## src/rpps_pkg.sv

```systemverilog
// rpps_pkg: constants and carrier types for the rx port page select register logic.
// assumes one 20 MHz clock and a register access port fed by the i2c / back channel targets.
package rpps_pkg;
  localparam int unsigned NUM_PORTS = 4;
  localparam int unsigned NUM_SRCS  = 6;        // local i2c 0, local i2c 1, back channel of ports 0..3
  localparam logic [2:0]  SRC_BC_BASE = 3'h2;   // first back channel source code

  // register offsets
  localparam logic [7:0] OFS_LINK_CRC_CAP  = 8'h4a;
  localparam logic [7:0] OFS_RAW_EMB_TYPE  = 8'h4b;
  localparam logic [7:0] OFS_PAGE_SELECT   = 8'h4c;
  localparam logic [7:0] OFS_PORT_STATUS   = 8'h4d;
  localparam logic [7:0] OFS_PAGED_A_LO    = 8'h4d;
  localparam logic [7:0] OFS_PAGED_A_HI    = 8'h7f;
  localparam logic [7:0] OFS_PAGED_B_LO    = 8'hd0;
  localparam logic [7:0] OFS_PAGED_B_HI    = 8'hdf;

  // field positions
  localparam int unsigned POS_ENC_CRC_FLAG = 4;
  localparam int unsigned POS_PHYS_LO      = 6;
  localparam int unsigned POS_RDPORT_LO    = 4;
  localparam int unsigned POS_EMB_LINES_LO = 6;

  // reset values
  localparam logic [7:0] RST_LINK_CRC_CAP = 8'h00;
  localparam logic [7:0] RST_RAW_EMB_TYPE = 8'h12;
  localparam logic [7:0] RST_PAGE_SELECT  = 8'h00;

  // one register access, as handed over by an i2c or back channel target
  typedef struct packed {
    logic       write;
    logic [7:0] addr;
    logic [7:0] wdata;
    logic [2:0] src;
  } rpps_req_t;
endpackage

```

## src/rpps_page_regs.sv

```systemverilog
// rpps_page_regs: per-source page selection and per-port link/embedded settings.
// assumes requests arrive as single-cycle strobes from the local i2c and back channel targets,
// and that the four port register blocks present data of req_in.addr combinationally.
//
// Contract
// - accesses to 0x4d-0x7f and 0xd0-0xdf go to selected port blocks.
// - paged reads return the one port chosen by read-port field bits 5:4.
// - paged writes reach every port whose write-enable bit 3..0 is set.
// - read port defaults to 0 locally, to carrying port over back channel.
// - back channel: write-enable bit of carrying port defaults to 1.
// - physical port field reads 0 locally, carrying port over back channel.
// - each access source keeps its own page selection state.
// - raw mode: embedded count 0 means all video, 1-3 first packets embedded.
// - embedded type field, reset 0x12, replaces raw type on first lines.
// - embedded settings have no effect in csi-2 receive mode.
// - bit 4 enables encoder crc error flagging.
// - status register port field shows the selected read port.
`timescale 1ns/1ps
module rpps_page_regs (
  input  wire logic                  core_clk_in,
  input  wire logic                  rst_in,
  input  wire logic                  req_valid_in,
  input  wire rpps_pkg::rpps_req_t   req_in,
  input  wire logic [3:0][7:0]       paged_rd_data_in,
  input  wire logic [3:0]            enc_crc_err_in,
  input  wire logic [3:0]            csi2_mode_in,
  input  wire logic [3:0]            frame_start_in,
  input  wire logic [3:0]            long_pkt_in,
  input  wire logic [3:0][5:0]       raw_type_in,
  output logic                       ack_out,
  output logic      [7:0]            rd_data_out,
  output logic      [3:0]            paged_wr_en_out,
  output logic      [7:0]            paged_addr_out,
  output logic      [7:0]            paged_wdata_out,
  output logic      [3:0]            crc_flag_out,
  output logic      [3:0][5:0]       dtype_out,
  output logic      [3:0]            embedded_out
);
  logic [1:0] rd_port_ff [rpps_pkg::NUM_SRCS];
  logic [3:0] wr_en_ff   [rpps_pkg::NUM_SRCS];
  logic [3:0] crc_cap_ff;
  logic [7:0] emb_ff     [rpps_pkg::NUM_PORTS];
  logic       src_ok;
  logic       is_bc;
  logic [1:0] cur_rd_port;
  logic [3:0] cur_wr_en;
  logic [1:0] phys_port;
  logic [7:0] sel_ext;
  logic [7:0] nxt_rd_data;

  // true for offsets served by the external port blocks
  function automatic logic is_paged_ext(input logic [7:0] a);
    is_paged_ext = (a >= rpps_pkg::OFS_PAGED_A_LO && a <= rpps_pkg::OFS_PAGED_A_HI) ||
                   (a >= rpps_pkg::OFS_PAGED_B_LO && a <= rpps_pkg::OFS_PAGED_B_HI);
  endfunction

  // page reset value of a source: local sources zero, back channel owns its own port
  function automatic logic [5:0] page_default(input int s);
    logic [1:0] p;
    p = 2'(s - int'(rpps_pkg::SRC_BC_BASE));
    if (s < int'(rpps_pkg::SRC_BC_BASE)) begin
      page_default = rpps_pkg::RST_PAGE_SELECT[5:0];
    end else begin
      page_default = {p, 4'(4'h1 << p)};
    end
  endfunction

  // decode of the requesting source; codes 6 and 7 are not answered
  assign src_ok      = req_in.src < 3'(rpps_pkg::NUM_SRCS);
  assign is_bc       = req_in.src >= rpps_pkg::SRC_BC_BASE;
  assign cur_rd_port = src_ok ? rd_port_ff[req_in.src] : 2'h0;
  assign cur_wr_en   = src_ok ? wr_en_ff[req_in.src] : 4'h0;
  assign phys_port   = is_bc ? 2'(req_in.src - rpps_pkg::SRC_BC_BASE) : 2'h0;
  assign sel_ext     = paged_rd_data_in[cur_rd_port];

  // read data mux; reserved bits are zero
  always_comb begin
    nxt_rd_data = 8'h00;
    case (req_in.addr)
      rpps_pkg::OFS_PAGE_SELECT:
        nxt_rd_data = {phys_port, cur_rd_port, cur_wr_en};
      rpps_pkg::OFS_LINK_CRC_CAP:
        nxt_rd_data = 8'(crc_cap_ff[cur_rd_port]) << rpps_pkg::POS_ENC_CRC_FLAG;
      rpps_pkg::OFS_RAW_EMB_TYPE:
        nxt_rd_data = emb_ff[cur_rd_port];
      rpps_pkg::OFS_PORT_STATUS:
        nxt_rd_data = {cur_rd_port, sel_ext[5:0]};
      default:
        nxt_rd_data = is_paged_ext(req_in.addr) ? sel_ext : 8'h00;
    endcase
  end

  // per-source page state: a source only ever touches its own slot
  always_ff @(posedge core_clk_in or posedge rst_in) begin
    if (rst_in) begin
      for (int s = 0; s < rpps_pkg::NUM_SRCS; s++) begin
        {rd_port_ff[s], wr_en_ff[s]} <= page_default(s);
      end
    end else if (req_valid_in && src_ok && req_in.write &&
                 req_in.addr == rpps_pkg::OFS_PAGE_SELECT) begin
      rd_port_ff[req_in.src] <= req_in.wdata[5:4];
      wr_en_ff[req_in.src]   <= req_in.wdata[3:0];
    end
  end

  // per-port settings held here, written through the write enables
  always_ff @(posedge core_clk_in or posedge rst_in) begin
    if (rst_in) begin
      crc_cap_ff <= {4{rpps_pkg::RST_LINK_CRC_CAP[rpps_pkg::POS_ENC_CRC_FLAG]}};
      for (int p = 0; p < rpps_pkg::NUM_PORTS; p++) begin
        emb_ff[p] <= rpps_pkg::RST_RAW_EMB_TYPE;
      end
    end else if (req_valid_in && src_ok && req_in.write) begin
      for (int p = 0; p < rpps_pkg::NUM_PORTS; p++) begin
        if (cur_wr_en[p] && req_in.addr == rpps_pkg::OFS_LINK_CRC_CAP) begin
          crc_cap_ff[p] <= req_in.wdata[rpps_pkg::POS_ENC_CRC_FLAG];
        end
        if (cur_wr_en[p] && req_in.addr == rpps_pkg::OFS_RAW_EMB_TYPE) begin
          emb_ff[p] <= req_in.wdata;
        end
      end
    end
  end

  // answer and paged write strobes, one cycle after the request
  always_ff @(posedge core_clk_in or posedge rst_in) begin
    if (rst_in) begin
      ack_out         <= 1'b0;
      rd_data_out     <= 8'h00;
      paged_wr_en_out <= 4'h0;
      paged_addr_out  <= 8'h00;
      paged_wdata_out <= 8'h00;
    end else begin
      ack_out         <= req_valid_in && src_ok;
      paged_wr_en_out <= (req_valid_in && src_ok && req_in.write && is_paged_ext(req_in.addr))
                         ? cur_wr_en : 4'h0;
      if (req_valid_in && src_ok) begin
        paged_addr_out  <= req_in.addr;
        paged_wdata_out <= req_in.wdata;
        if (!req_in.write) begin
          rd_data_out <= nxt_rd_data;
        end
      end
    end
  end

  // encoder crc errors flagged only where enabled; a clear enable bit simply stops the input
  always_ff @(posedge core_clk_in or posedge rst_in) begin
    if (rst_in) begin
      crc_flag_out <= 4'h0;
    end else begin
      crc_flag_out <= enc_crc_err_in & crc_cap_ff;
    end
  end

  // one packet typer per receive port
  for (genvar p = 0; p < rpps_pkg::NUM_PORTS; p++) begin : g_port
    rpps_pkt_typer u_typer (
      .core_clk_in    (core_clk_in),
      .rst_in         (rst_in),
      .frame_start_in (frame_start_in[p]),
      .long_pkt_in    (long_pkt_in[p]),
      .csi2_mode_in   (csi2_mode_in[p]),
      .lines_count_in (emb_ff[p][7:6]),
      .embed_type_in  (emb_ff[p][5:0]),
      .raw_type_in    (raw_type_in[p]),
      .dtype_out      (dtype_out[p]),
      .embedded_out   (embedded_out[p])
    );
  end

  AST_LOCAL_PHYS_ZERO: assert property (@(posedge core_clk_in) disable iff (rst_in)
    req_valid_in && !req_in.write && req_in.src < 3'h2 && req_in.addr == 8'h4c
    |=> ack_out && rd_data_out[7:6] == 2'h0)
    else $error("local read of page select shows nonzero physical port");

  AST_BC_PHYS_PORT: assert property (@(posedge core_clk_in) disable iff (rst_in)
    req_valid_in && !req_in.write && req_in.src >= 3'h2 && req_in.src <= 3'h5 && req_in.addr == 8'h4c
    |=> rd_data_out[7:6] == 2'($past(req_in.src) - 3'h2))
    else $error("back channel read of page select shows wrong physical port");

  AST_PAGED_WRITE: assert property (@(posedge core_clk_in) disable iff (rst_in)
    req_valid_in && src_ok && req_in.write && is_paged_ext(req_in.addr)
    |=> paged_wr_en_out == $past(cur_wr_en) && paged_wdata_out == $past(req_in.wdata))
    else $error("paged write strobes differ from write enables");

  AST_NO_STRAY_WRITE: assert property (@(posedge core_clk_in) disable iff (rst_in)
    !(req_valid_in && req_in.write && is_paged_ext(req_in.addr)) |=> paged_wr_en_out == 4'h0)
    else $error("paged write strobe outside paged range");

  AST_PAGED_READ: assert property (@(posedge core_clk_in) disable iff (rst_in)
    req_valid_in && src_ok && !req_in.write && is_paged_ext(req_in.addr) && req_in.addr != 8'h4d
    |=> rd_data_out == $past(paged_rd_data_in[cur_rd_port]))
    else $error("paged read not from selected port");

  AST_STATUS_PORT: assert property (@(posedge core_clk_in) disable iff (rst_in)
    req_valid_in && src_ok && !req_in.write && req_in.addr == 8'h4d
    |=> rd_data_out[7:6] == $past(cur_rd_port))
    else $error("status port number differs from read port");

  AST_CAP_RESERVED: assert property (@(posedge core_clk_in) disable iff (rst_in)
    req_valid_in && src_ok && !req_in.write && req_in.addr == 8'h4a
    |=> rd_data_out[7:5] == 3'h0 && rd_data_out[3:0] == 4'h0)
    else $error("reserved bits of crc capability read nonzero");

  AST_SOURCE_ISOLATION: assert property (@(posedge core_clk_in) disable iff (rst_in)
    !(req_valid_in && req_in.write && req_in.addr == 8'h4c && req_in.src == 3'h0)
    |=> $stable(rd_port_ff[0]) && $stable(wr_en_ff[0]))
    else $error("local source page changed by another source");

  AST_CRC_GATE: assert property (@(posedge core_clk_in) disable iff (rst_in)
    ##1 crc_flag_out == ($past(enc_crc_err_in) & $past(crc_cap_ff)))
    else $error("crc flag not gated by enable");

  // refused source codes must leave no trace on the port blocks or the answer
  AST_REFUSED_SOURCE: assert property (@(posedge core_clk_in) disable iff (rst_in)
    req_valid_in && !src_ok |=> !ack_out && paged_wr_en_out == 4'h0)
    else $error("request from unknown source answered");

  // a back channel slot keeps its page while other sources rewrite theirs
  AST_BC_ISOLATION: assert property (@(posedge core_clk_in) disable iff (rst_in)
    !(req_valid_in && req_in.write && req_in.addr == rpps_pkg::OFS_PAGE_SELECT && req_in.src == 3'h5)
    |=> $stable(rd_port_ff[5]) && $stable(wr_en_ff[5]))
    else $error("back channel source page changed by another source");

  // read data holds through writes and idle cycles, so a slow host still sees its byte
  AST_RD_HOLD: assert property (@(posedge core_clk_in) disable iff (rst_in)
    !(req_valid_in && src_ok && !req_in.write) |=> $stable(rd_data_out))
    else $error("read data changed without a read");
endmodule // rpps_page_regs

```

## src/rpps_pkt_typer.sv

```systemverilog
// rpps_pkt_typer: data type choice for long packets of one receive port.
// assumes frame start and long packet strobes are one-cycle pulses synchronous to core_clk_in.
`timescale 1ns/1ps
module rpps_pkt_typer (
  input  wire logic       core_clk_in,
  input  wire logic       rst_in,
  input  wire logic       frame_start_in,
  input  wire logic       long_pkt_in,
  input  wire logic       csi2_mode_in,
  input  wire logic [1:0] lines_count_in,
  input  wire logic [5:0] embed_type_in,
  input  wire logic [5:0] raw_type_in,
  output logic      [5:0] dtype_out,
  output logic            embedded_out
);
  logic [1:0] pkt_cnt_ff;
  logic       use_embed;

  // first n long packets of a frame are embedded data, only in raw mode
  assign use_embed = !csi2_mode_in && (pkt_cnt_ff < lines_count_in);

  // packet counter saturates at 3, which is the largest embedded line count
  always_ff @(posedge core_clk_in or posedge rst_in) begin
    if (rst_in) begin
      pkt_cnt_ff <= 2'h0;
    end else if (frame_start_in) begin
      pkt_cnt_ff <= 2'h0;
    end else if (long_pkt_in && pkt_cnt_ff != 2'h3) begin
      pkt_cnt_ff <= pkt_cnt_ff + 2'h1;
    end
  end

  // type code latched per long packet
  always_ff @(posedge core_clk_in or posedge rst_in) begin
    if (rst_in) begin
      dtype_out    <= 6'h00;
      embedded_out <= 1'b0;
    end else if (long_pkt_in) begin
      dtype_out    <= use_embed ? embed_type_in : raw_type_in;
      embedded_out <= use_embed;
    end
  end

  AST_CSI2_NO_EMBED: assert property (@(posedge core_clk_in) disable iff (rst_in)
    long_pkt_in && csi2_mode_in |=> !embedded_out && dtype_out == $past(raw_type_in))
    else $error("embedded type used in csi-2 mode");

  AST_EMBED_TYPE: assert property (@(posedge core_clk_in) disable iff (rst_in)
    long_pkt_in && !frame_start_in && !csi2_mode_in && pkt_cnt_ff == 2'h0 && lines_count_in != 2'h0
    |=> embedded_out && dtype_out == $past(embed_type_in))
    else $error("first long packet not typed as embedded data");
endmodule // rpps_pkt_typer

```

## config.mk

```make
export PLATFORM = sky130hd
export DESIGN_NAME = rpps_page_regs
export DESIGN_NICKNAME = d
export VERILOG_FILES = /design/src/rpps_pkg.sv /design/src/rpps_page_regs.sv /design/src/rpps_pkt_typer.sv
export SDC_FILE = /design/constraint.sdc
export NUM_CORES = 1
export LEC_CHECK = 0
export ABC_AREA = 1
export BUFFER_PORTS_ARGS = -buffer_cell sky130_fd_sc_hd__buf_4
export CAP_MARGIN = 20
export CORE_MARGIN = 1.5
export CORE_UTILIZATION = 55
export DETAILED_ROUTE_END_ITERATION = 12
export PLACE_DENSITY = 0.8
export RECOVER_POWER = 25
export SLEW_MARGIN = 20
export SYNTH_ARGS = -nofsm -noshare
export SYNTH_HDL_FRONTEND = slang
export SYNTH_HIERARCHICAL = 1
export SYNTH_SLANG_ARGS = --single-unit
export TNS_END_PERCENT = 5
```

## constraint.sdc

```tcl
create_clock -name core_clk_in -period 3.8 [get_ports core_clk_in]
set_clock_uncertainty 0.05 [all_clocks]
set_input_delay 0.38 -clock core_clk_in [delete_from_list [all_inputs] [get_ports core_clk_in]]
set_output_delay 0.38 -clock core_clk_in [all_outputs]
set_load 0.01 [all_outputs]
```

# Word level (Yosys, flattened, before mapping)
# Index checks and enable logic that the tools add are counted.
dict set report totals {
  ff_bits 141
  in_bits 95
  out_inout_bits 61
  wordCells 147
}
dict set report classes {
  add_sub_neg 5
  order_cmp 14
  eq_ne 8
  n_mux 37
  n_bitwise 4
  n_reduce_logical 41
}
# operator count
set ops {}
lappend ops {{$bmux 8 s2} 2}
lappend ops {{$eq 8x7->1 const B} 4}
lappend ops {{$mux 8} 4}
lappend ops {{$pmux 8 s4} 1}
lappend ops {{$mux 2} 13}
lappend ops {{$bwmux 24} 1}
lappend ops {{$mux 6} 4}
lappend ops {{$logic_and 1x1->1} 23}
lappend ops {{$mux 4} 5}
lappend ops {{$reduce_and 2->1} 9}
lappend ops {{$bmux 4 s3} 1}
lappend ops {{$bwmux 12} 1}
lappend ops {{$demux 4 s3} 1}
lappend ops {{$add 2x1->2 const B} 4}
lappend ops {{$ge 8x7->1 const B} 1}
lappend ops {{$ge 8x8->1 const B} 1}
lappend ops {{$le 8x7->1 const B} 1}
lappend ops {{$le 8x8->1 const B} 1}
lappend ops {{$lt 2x2->1} 4}
lappend ops {{$ne 2x2->1 const B} 4}
lappend ops {{$reduce_bool 2->1} 4}
lappend ops {{$bmux 2 s3} 1}
lappend ops {{$demux 2 s3} 1}
lappend ops {{$and 4x4->4} 1}
lappend ops {{14 further kinds} 17}

# Depth between registers and ports, before layout
# Gate-level depths: netlist (run 1).
dict set report depth {
  word_depth 10
  mapped_depth 14
  ltp_nobuf 13
}

# Cells and area by module
# The synthesis (run 1) kept the hierarchy.
# module instances cells_per_inst area_each_um2 seq_area_each_um2
set by_module_without_submodules {}
lappend by_module_without_submodules {rpps_page_regs 1 667 5272.6 2647.5}
lappend by_module_without_submodules {rpps_pkt_typer 4 71 509.2 225.2}

# Worst setup path after synthesis (run 1)
# OpenSTA, ideal clock, no wires.
dict set report synth_path {
  path_kind {input -> register}
  start {in req_in[1] (netlist name)}
  end {reg emb_ff[24] (netlist name)}
  setup_time_ps 130
  arrival_ps 1558
  required_time_ps 3620
  slack_ps 2062
  stages 11
  n_path_buf 2
  path_cell_list {buf_6 > nor2_2 > inv_2 > nor2_1 > nand2_1 > and3_1 > nand2_2 > nand2_2 > buf_6 > nand2_1 > o21ai_2}
}
dict set report synth_between {
  elab_chain_cells 7
  word_cells_on_any_way 10
  cone_classes {order compare (1); mux (4); bitwise (1); reduce/logical (4)}
}
# item line_no
set synth_lines {}
lappend synth_lines {{from (decl)} rpps_page_regs.sv:23} ;# input wire rpps_pkg::rpps_req_t req_in,
lappend synth_lines {{$not 3->4 (not written as such)} rpps_page_regs.sv:72} ;# assign cur_wr_en = src_ok ? wr_en_ff[req_in.src] : 4'h0;
lappend synth_lines {{$bmux 4 s3} rpps_page_regs.sv:72}
lappend synth_lines {{$mux 4 (not written as such) (2 in series)} rpps_page_regs.sv:72}
lappend synth_lines {{$mux 4} rpps_page_regs.sv:72}
lappend synth_lines {{$logic_and 1x1->1} rpps_page_regs.sv:118} ;# if (cur_wr_en[p] && req_in.addr == rpps_pkg::OFS_RAW_EMB_TYPE) begin
lappend synth_lines {{$reduce_and 2->1 (no line) *} --}
lappend synth_lines {{to (signal, indexed assignment)} rpps_page_regs.sv:111} ;# emb_ff[p] <= rpps_pkg::RST_RAW_EMB_TYPE;
lappend synth_lines {{to (signal, indexed assignment)} rpps_page_regs.sv:119} ;# emb_ff[p] <= req_in.wdata;
lappend synth_lines {{to (decl)} rpps_page_regs.sv:42} ;# logic [7:0] emb_ff [rpps_pkg::NUM_PORTS];
# Mark *: on every way between the ends. The rest lies on a longest branch, timed or not. The select of a mux whose other input is x is not followed.
# A chain may end at the register's enable or synchronous reset.

# Final worst setup path (run 1)
dict set report layout_path {
  start {reg rd_port_ff[0] (netlist name)}
  end {reg rd_data_out[6]}
}
dict set report layout_between {
  elab_chain_cells 9
  word_cells_on_any_way 12
  cone_classes {mux (11); bitwise (1)}
}
# item line_no
set layout_lines {}
lappend layout_lines {{from (decl)} rpps_page_regs.sv:39} ;# logic [1:0] rd_port_ff [rpps_pkg::NUM_SRCS];
lappend layout_lines {{from (signal, indexed assignment)} rpps_page_regs.sv:97} ;# {rd_port_ff[s], wr_en_ff[s]} <= page_default(s);
lappend layout_lines {{from (signal, indexed assignment)} rpps_page_regs.sv:101} ;# rd_port_ff[req_in.src] <= req_in.wdata[5:4];
lappend layout_lines {{$bmux 2 s3 *} rpps_page_regs.sv:71} ;# assign cur_rd_port = src_ok ? rd_port_ff[req_in.src] : 2'h0;
lappend layout_lines {{$mux 2 (not written as such) * (2 in series)} rpps_page_regs.sv:71}
lappend layout_lines {{$mux 2 *} rpps_page_regs.sv:71}
lappend layout_lines {{$not 2->3 (not written as such)} rpps_page_regs.sv:85} ;# nxt_rd_data = emb_ff[cur_rd_port];
lappend layout_lines {{$bmux 8 s2} rpps_page_regs.sv:85}
lappend layout_lines {{$mux 8 (not written as such) (2 in series)} rpps_page_regs.sv:85}
lappend layout_lines {{$pmux 8 s4 *} rpps_page_regs.sv:79} ;# case (req_in.addr)
lappend layout_lines {{to (signal assigned)} rpps_page_regs.sv:141} ;# rd_data_out <= nxt_rd_data;
lappend layout_lines {{to (decl)} rpps_page_regs.sv:31} ;# output logic [7:0] rd_data_out,
# Marks and branches as above.

==> impl_metrics.tcl, run 1 <==
set metrics [dict create \
    outcome "completed" \
    worst-path-stages 13 \
    fin_ws_ps 1247 \
    post_cts_resized 0 \
    dp.cells 1250 \
    timing.fmax_mhz 391.8 \
    track_usage_pct 27.97 \
    fin_tns_setup_ps 0 \
    wirelength_um 19110 \
    antenna_found_initial 0 \
    ios 156 \
    start_util_pct 57.22 \
    maxCapViolCount 0 \
    avgViaCountPerCell 5.171 \
    avgSynthCellArea_um2 7.686 \
    die_y_um 118.3 \
    hpwl_um 13730 \
    r2r_cells 13 \
    synth_seq_area_share_pct 48.55 \
    worstSetupStartpointType "register" \
    timing.final.crit_share_pct 67.17 \
    vias 6634 \
    wire_per_inst_um 14.89 \
    syn_area_mm2 0.007310 \
    postCtsHoldBufs 1 \
    cts.path.max_buffers 2 \
    clkTransAtPathRegs_ps 60 \
    ys_ff_latch 141 \
    fin_area_mm2 0.009056 \
    cts_tree "yes" \
    insertion_delay_ps 430 \
    grt_max_degree 67 \
    min_period_ps 2553 \
    hold_viol 0 \
    max_slew_margin_pct 38.77 \
    layout_common_cells "nand2_1, buf_4, dfrtp_1, inv_1, nand3_1" \
    antennaDiodeCount 0 \
    nets 1201 \
    num_rows 41 \
    h-tree-depth 4 \
    core-area_mm2 0.01277 \
    p_leak_nw 4.654 \
    seqCellArea_mm2 0.003548 \
    drc 0 \
    post_cts_buffers 0 \
    fillers 1030 \
    holdPathStages 2 \
    gr-total-overflow 0 \
    grt_pass1_vias 6267 \
    cp.required_ps 4100 \
    drt_iter0_markers 492 \
    max_stage_delay_ps 680 \
    crit_type "register to register" \
    p_per_area_mw_per_mm2 419.5 \
    multiInputGateArea_mm2 0.002982 \
    postRouteAntennaNets 0 \
    syn_inst 951 \
    yosys_warnings 6 \
    critical_path.max_fanout 38 \
    rsz0062_at_grt "no" \
    final_cells 1283 \
    cp_slowest_cell "inv_1" \
    gp_congestion 0.9268 \
    cts_sinks 141 \
    dieArea_mm2 0.01399 \
    ys_types 35 \
    grt_pass1_wl_um 30840 \
    die_w_um 118.3 \
    dpl_cell_area_mm2 0.008513 \
    dp_worst_setup_slack_ps 1187 \
    worstMarginPinSlew_ps 916.3 \
    setup_viol 0 \
    cp.arrival_ps 2850 \
    ir_worst_vdd_mv 0.3406 \
    slew_viol_final 0 \
    final_common_cell "nand2_1" \
    drive_gt1_share_pct 24.84 \
    syn_nets 1054 \
    crit_family "buffers and inverters" \
    firstDrtPassIters 5 \
    crit_buf_inv 3 \
    crit_path_end_kind "register" \
    cts_root_buf "clkbuf_16" \
    cts_buffers 17 \
    cp_cell_sequence "inv_1 > nand2_1 > nand3_1 > nand2_2 > nor2_4 > buf_4 > inv_1 > nand2_1 > nand3_1 > nand3_1 > nand2_1 > nor2_1 > nor2_1" \
    area_delta_synth_final_pct 23.90 \
    hold_path.class "input pin to register" \
    port_buffers 155 \
]
[per-layer routing]
layer | GRT usage, % | share of wire [%] | vias to the layer above
met3 | 6.081 | 6.4 | 35
met2 | 46.00 | 48 | 247
met1 | 35.86 | 43 | 3061
met5 | 0 | 0 | -
met4 | 11.59 | 2.5 | 0
li1 | - | - | 3291
[cell usage after synthesis, drive strengths merged]
| cell | n | area [um^2] |
|---|---|---|
| or2 | 7 | 43.79 |
| nor4 | 1 | 6.260 |
| o21ai | 94 | 523.0 |
| a32oi | 1 | 8.760 |
| nor2 | 59 | 289.0 |
| nor3 | 11 | 77.57 |
| buf | 21 | 162.7 |
| inv | 143 | 546.8 |
| nand3 | 106 | 543.0 |
| nand2 | 324 | 1251 |
| dfrtp | 125 | 3128 |
| a22o | 1 | 8.760 |
| nand4 | 6 | 50.04 |
| a21boi | 1 | 11.26 |
| dfstp | 16 | 420.4 |
| a22oi | 2 | 15.01 |
| clkbuf | 10 | 37.54 |
| o21a | 1 | 7.510 |
| ha | 8 | 100.1 |
| mux2i | 1 | 10.01 |
| a21oi | 10 | 50.05 |
| a31oi | 2 | 12.51 |
| and3 | 1 | 6.260 |
[power breakdown]
group          internal (mW)  switching [mW]  total (mW)
Clock                   1.00           0.650        1.65
Combinational          0.228           0.290       0.519
Sequential              1.58          0.0473        1.63
Total                   2.81           0.987        3.80
[worst register-to-register path, stage by stage (launching register included)]
cell and delay [ps]:
dfstp_2 530, inv_1 40, nand2_1 50, nand3_1 90
nand2_2 120, nor2_4 30, buf_4 240, inv_1 700
nand2_1 140, nand3_1 150, nand3_1 90, nand2_1 70
nor2_1 60, nor2_1 120
[path summary, 6_finish.rpt]
check                                                               to  slack, ps                 startpoint
setup / recovery                            rd_data_out[6]$_DFFE_PP0P_       1250  rd_port_ff[0]$_DFFE_PP1P_
hold / removal             g_port[0].u_typer/pkt_cnt_ff[0]$_DFFE_PP0P_         70          frame_start_in[0]
setup reg to reg                            rd_data_out[6]$_DFFE_PP0P_       1250  rd_port_ff[0]$_DFFE_PP1P_
hold reg to reg                               wr_en_ff[12]$_DFFE_PP1P_        430   wr_en_ff[12]$_DFFE_PP1P_
max in group asynchronous                       emb_ff[25]$_DFFE_PP1P_       2070                     rst_in
min in group asynchronous   g_port[2].u_typer/dtype_out[3]$_DFFE_PP0P_        590                     rst_in
[logic make-up (layout without fill, tap and decap cells)]
group	after synthesis	after routing	synth area share (%)
AND/OR/NAND/NOR	515	515	31.02
buffers and inverters	174	334	10.22
flip-flops	141	141	48.54
AO/OA/AOI/OAI	112	112	8.713
adder cells (fa/ha/maj)	8	8	1.369
multiplexers	1	1	0.1369
[stage by stage]
step | hold WS [ps] | utilization [%] | total power [mW]
3_3_place_gp | 378.4 | 66.65 | 2.166
2_1_floorplan | 157.9 | - | 1.918
6_report | 66.43 | 70.90 | 3.799
4_1_cts | 62.65 | 71.39 | 3.820
5_1_grt | 59.97 | 70.90 | 3.942
3_5_place_dp | 373.8 | 66.65 | 2.176
[registers in the layout, summed over array words and instances (netlist names)]
name	cells
emb_ff	32
g_port.u_typer/dtype_out	24
wr_en_ff	24
rd_port_ff	12
g_port.u_typer/pkt_cnt_ff	8
paged_addr_out	8
paged_wdata_out	8
rd_data_out	8
crc_cap_ff	4
crc_flag_out	4
g_port.u_typer/embedded_out	4
paged_wr_en_out	4
ack_out	1
[area by class of cell]
cell class | instances | area share (%)
clock buffer | 20 | 5.043
clock inverter | 12 | 1.534
inverter | 143 | 6.065
multi-input combinational | 636 | 32.92
sequential | 141 | 39.18
tap | 172 | 2.376
timing repair buffer | 159 | 12.88
Note: power is estimated with default switching activity, not from simulation.
==> inputs of run 2 (changes only) <==
- clock period: 3.8 -> 2.65 ns (I/O delays scaled with it)
==> run 2 against run 1 <==
  * Worst hold slack worse by 41 ps
  * Global-route usage rose by 0.71 points
  * First-iteration DRC count is 13% higher
  * Die area unchanged
  * Setup slack got worse by 640 ps
  * Via count rose by 1.5%
  * Combinational power rose by 48%
  * Core utilization up 1.4 points
  * Highest routed layer unchanged
==> impl_metrics.tcl, run 2 (same netlist as run 1, synthesis figures left out) <==
set metrics [dict create \
    outcome "completed" \
    p_switching_mw 1.396 \
    ios 156 \
    maxCapViolCount 0 \
    insertion_delay_ps 420 \
    cts_sinks 141 \
    final_common_cell "nand2_1" \
    fin_tns_setup_ps 0 \
    postRouteAntennaNets 0 \
    hold_ws_ps 25.58 \
    area_delta_synth_final_pct 26.34 \
    p_per_area_mw_per_mm2 600.8 \
    cts_buffers 17 \
    cts_tree "yes" \
    final_core_util_pct 72.30 \
    h-tree-depth 4 \
    num_rows 41 \
    p_total_mw 5.549 \
    grt_max_degree 106 \
    post_cts_resized 0 \
    cp.required_ps 2890 \
    largest-register "emb_ff" \
    drive_gt1_share_pct 25.91 \
    grt_pass1_wl_um 31550 \
    fillers 984 \
    drc 0 \
    fin_area_mm2 0.009235 \
    dieArea_mm2 0.01399 \
    avgViaCountPerCell 5.198 \
    vias 6731 \
    grt_use_met1_pct 37.57 \
    gr-total-overflow 0 \
    crit_type "input pin to asynchronous set/reset pin" \
    critical_path.max_fanout 105 \
    p_clk_share_pct 44.1 \
    max_slew_margin_pct 5.559 \
    largest_register_ffs 32 \
    p_leak_nw 4.743 \
    cp.arrival_ps 2280 \
    post_cts_buffers 0 \
    worstMarginPinSlew_ps 1417 \
    cts_root_buf "clkbuf_16" \
    ir_worst_vdd_mv 0.4782 \
    wire_per_inst_um 14.98 \
    seqCellArea_mm2 0.003548 \
    hpwl_um 13680 \
    use_met2_pct 46.44 \
    hold_path.class "input pin to register" \
    antennaDiodeCount 0 \
    p_int_mw 4.153 \
    min_period_ps 2041 \
    nets 1213 \
    clkTransAtPathRegs_ps 60 \
    worstSetupStartpointType "input pin" \
    busiest_layer "met2" \
    cts.path.max_buffers 2 \
    crit_path_end_kind "asynchronous set/reset pin" \
    seq_power_share_pct 42.0 \
    wirelength_um 19400 \
    antenna_found_initial 0 \
    firstDrtPassIters 5 \
    multiInputGateArea_mm2 0.003012 \
    reg.largest.list "emb_ff (32), g_port.u_typer/dtype_out (24), wr_en_ff (24)" \
    start_util_pct 57.22 \
    hold_viol 0 \
    setup_viol 0 \
    grt_pass1_vias 6348 \
    track_usage_pct 28.68 \
    switching_share_pct 25.15 \
    port_buffers 155 \
    rsz0062_at_grt "no" \
    postCtsHoldBufs 9 \
    dpl_cell_area_mm2 0.008557 \
    die_y_um 118.3 \
    power_frac_comb_pct 13.9 \
    slew_viol_final 0 \
    gp_congestion 1.019 \
    die_w_um 118.3 \
    grtUsageMet3_pct 5.743 \
    timing.fmax_mhz 489.9 \
    layout_common_cells "nand2_1, buf_4, dfrtp_1, inv_1, nand3_1" \
    core-area_mm2 0.01277 \
    drt_iter0_markers 554 \
    timing.final.crit_share_pct 77.02 \
]
==> run 2: cell count changes in the layout (fill, tap and decap cells not counted), moves of 5 or more <==
cell / previous run / this run
buf_4: 150 / 155
clkbuf_4: 0 / 5
clkbuf_1: 9 / 3
dlygate4sd3_1: 1 / 9
==> run 2: path summary, 6_finish.rpt <==
check	start	slack, ps	cells after the start	end
hold reg to reg	rd_port_ff[3]$_DFFE_PP1P_	430	2	rd_port_ff[3]$_DFFE_PP1P_
max in group core_clk_in	rd_port_ff[0]$_DFFE_PP1P_	740	14	rd_data_out[4]$_DFFE_PP0P_
setup reg to reg	rd_port_ff[0]$_DFFE_PP1P_	740	14	rd_data_out[4]$_DFFE_PP0P_
min in group asynchronous	rst_in	490	3	g_port[0].u_typer/dtype_out[2]$_DFFE_PP0P_
hold / removal	req_in[7]	30	3	crc_cap_ff[2]$_DFFE_PP0P_
setup / recovery	rst_in	610	4	paged_addr_out[4]$_DFFE_PP0P_
==> run 2: through the flow <==
step | worst slack, ps | cells
after CTS | 764.7 | 1295
final | 608.9 | 1295
after detailed placement | 610.1 | 1254
after floorplan | 1027 | 951
after global placement | 675.7 | 1254
after global routing | 375.1 | 1295
==> run 2: per-layer routing <==
| layer | vias to the layer above | routed length, um |
|---|---|---|
| met5 | - | 0 |
| met4 | 0 | 495 |
| li1 | 3314 | - |
| met3 | 38 | 1190 |
| met1 | 3108 | 8227 |
| met2 | 271 | 9490 |
==> run 2: final cells by class <==
class	instances	area share, %
timing repair buffer	171	14.06
tap	172	2.330
inverter	143	5.961
sequential	141	38.42
clock buffer	21	5.094
multi-input combinational	636	32.61
clock inverter	11	1.517
==> run 2: power by group through the flow <==
stage                     registers (mW)  clock network [mW]  logic [mW]
after floorplan                     2.40                   0       0.346
after global placement              2.36                   0       0.744
after detailed placement            2.37                   0       0.760
after CTS                           2.33                2.46       0.778
after global routing                2.34                2.55       0.852
final                               2.33                2.45       0.769
==> run 2: critical path: stages <==
cell,delay [ps]
dlygate4sd3_1,530
clkbuf_1,230
clkinvlp_4,120
clkbuf_4,1030
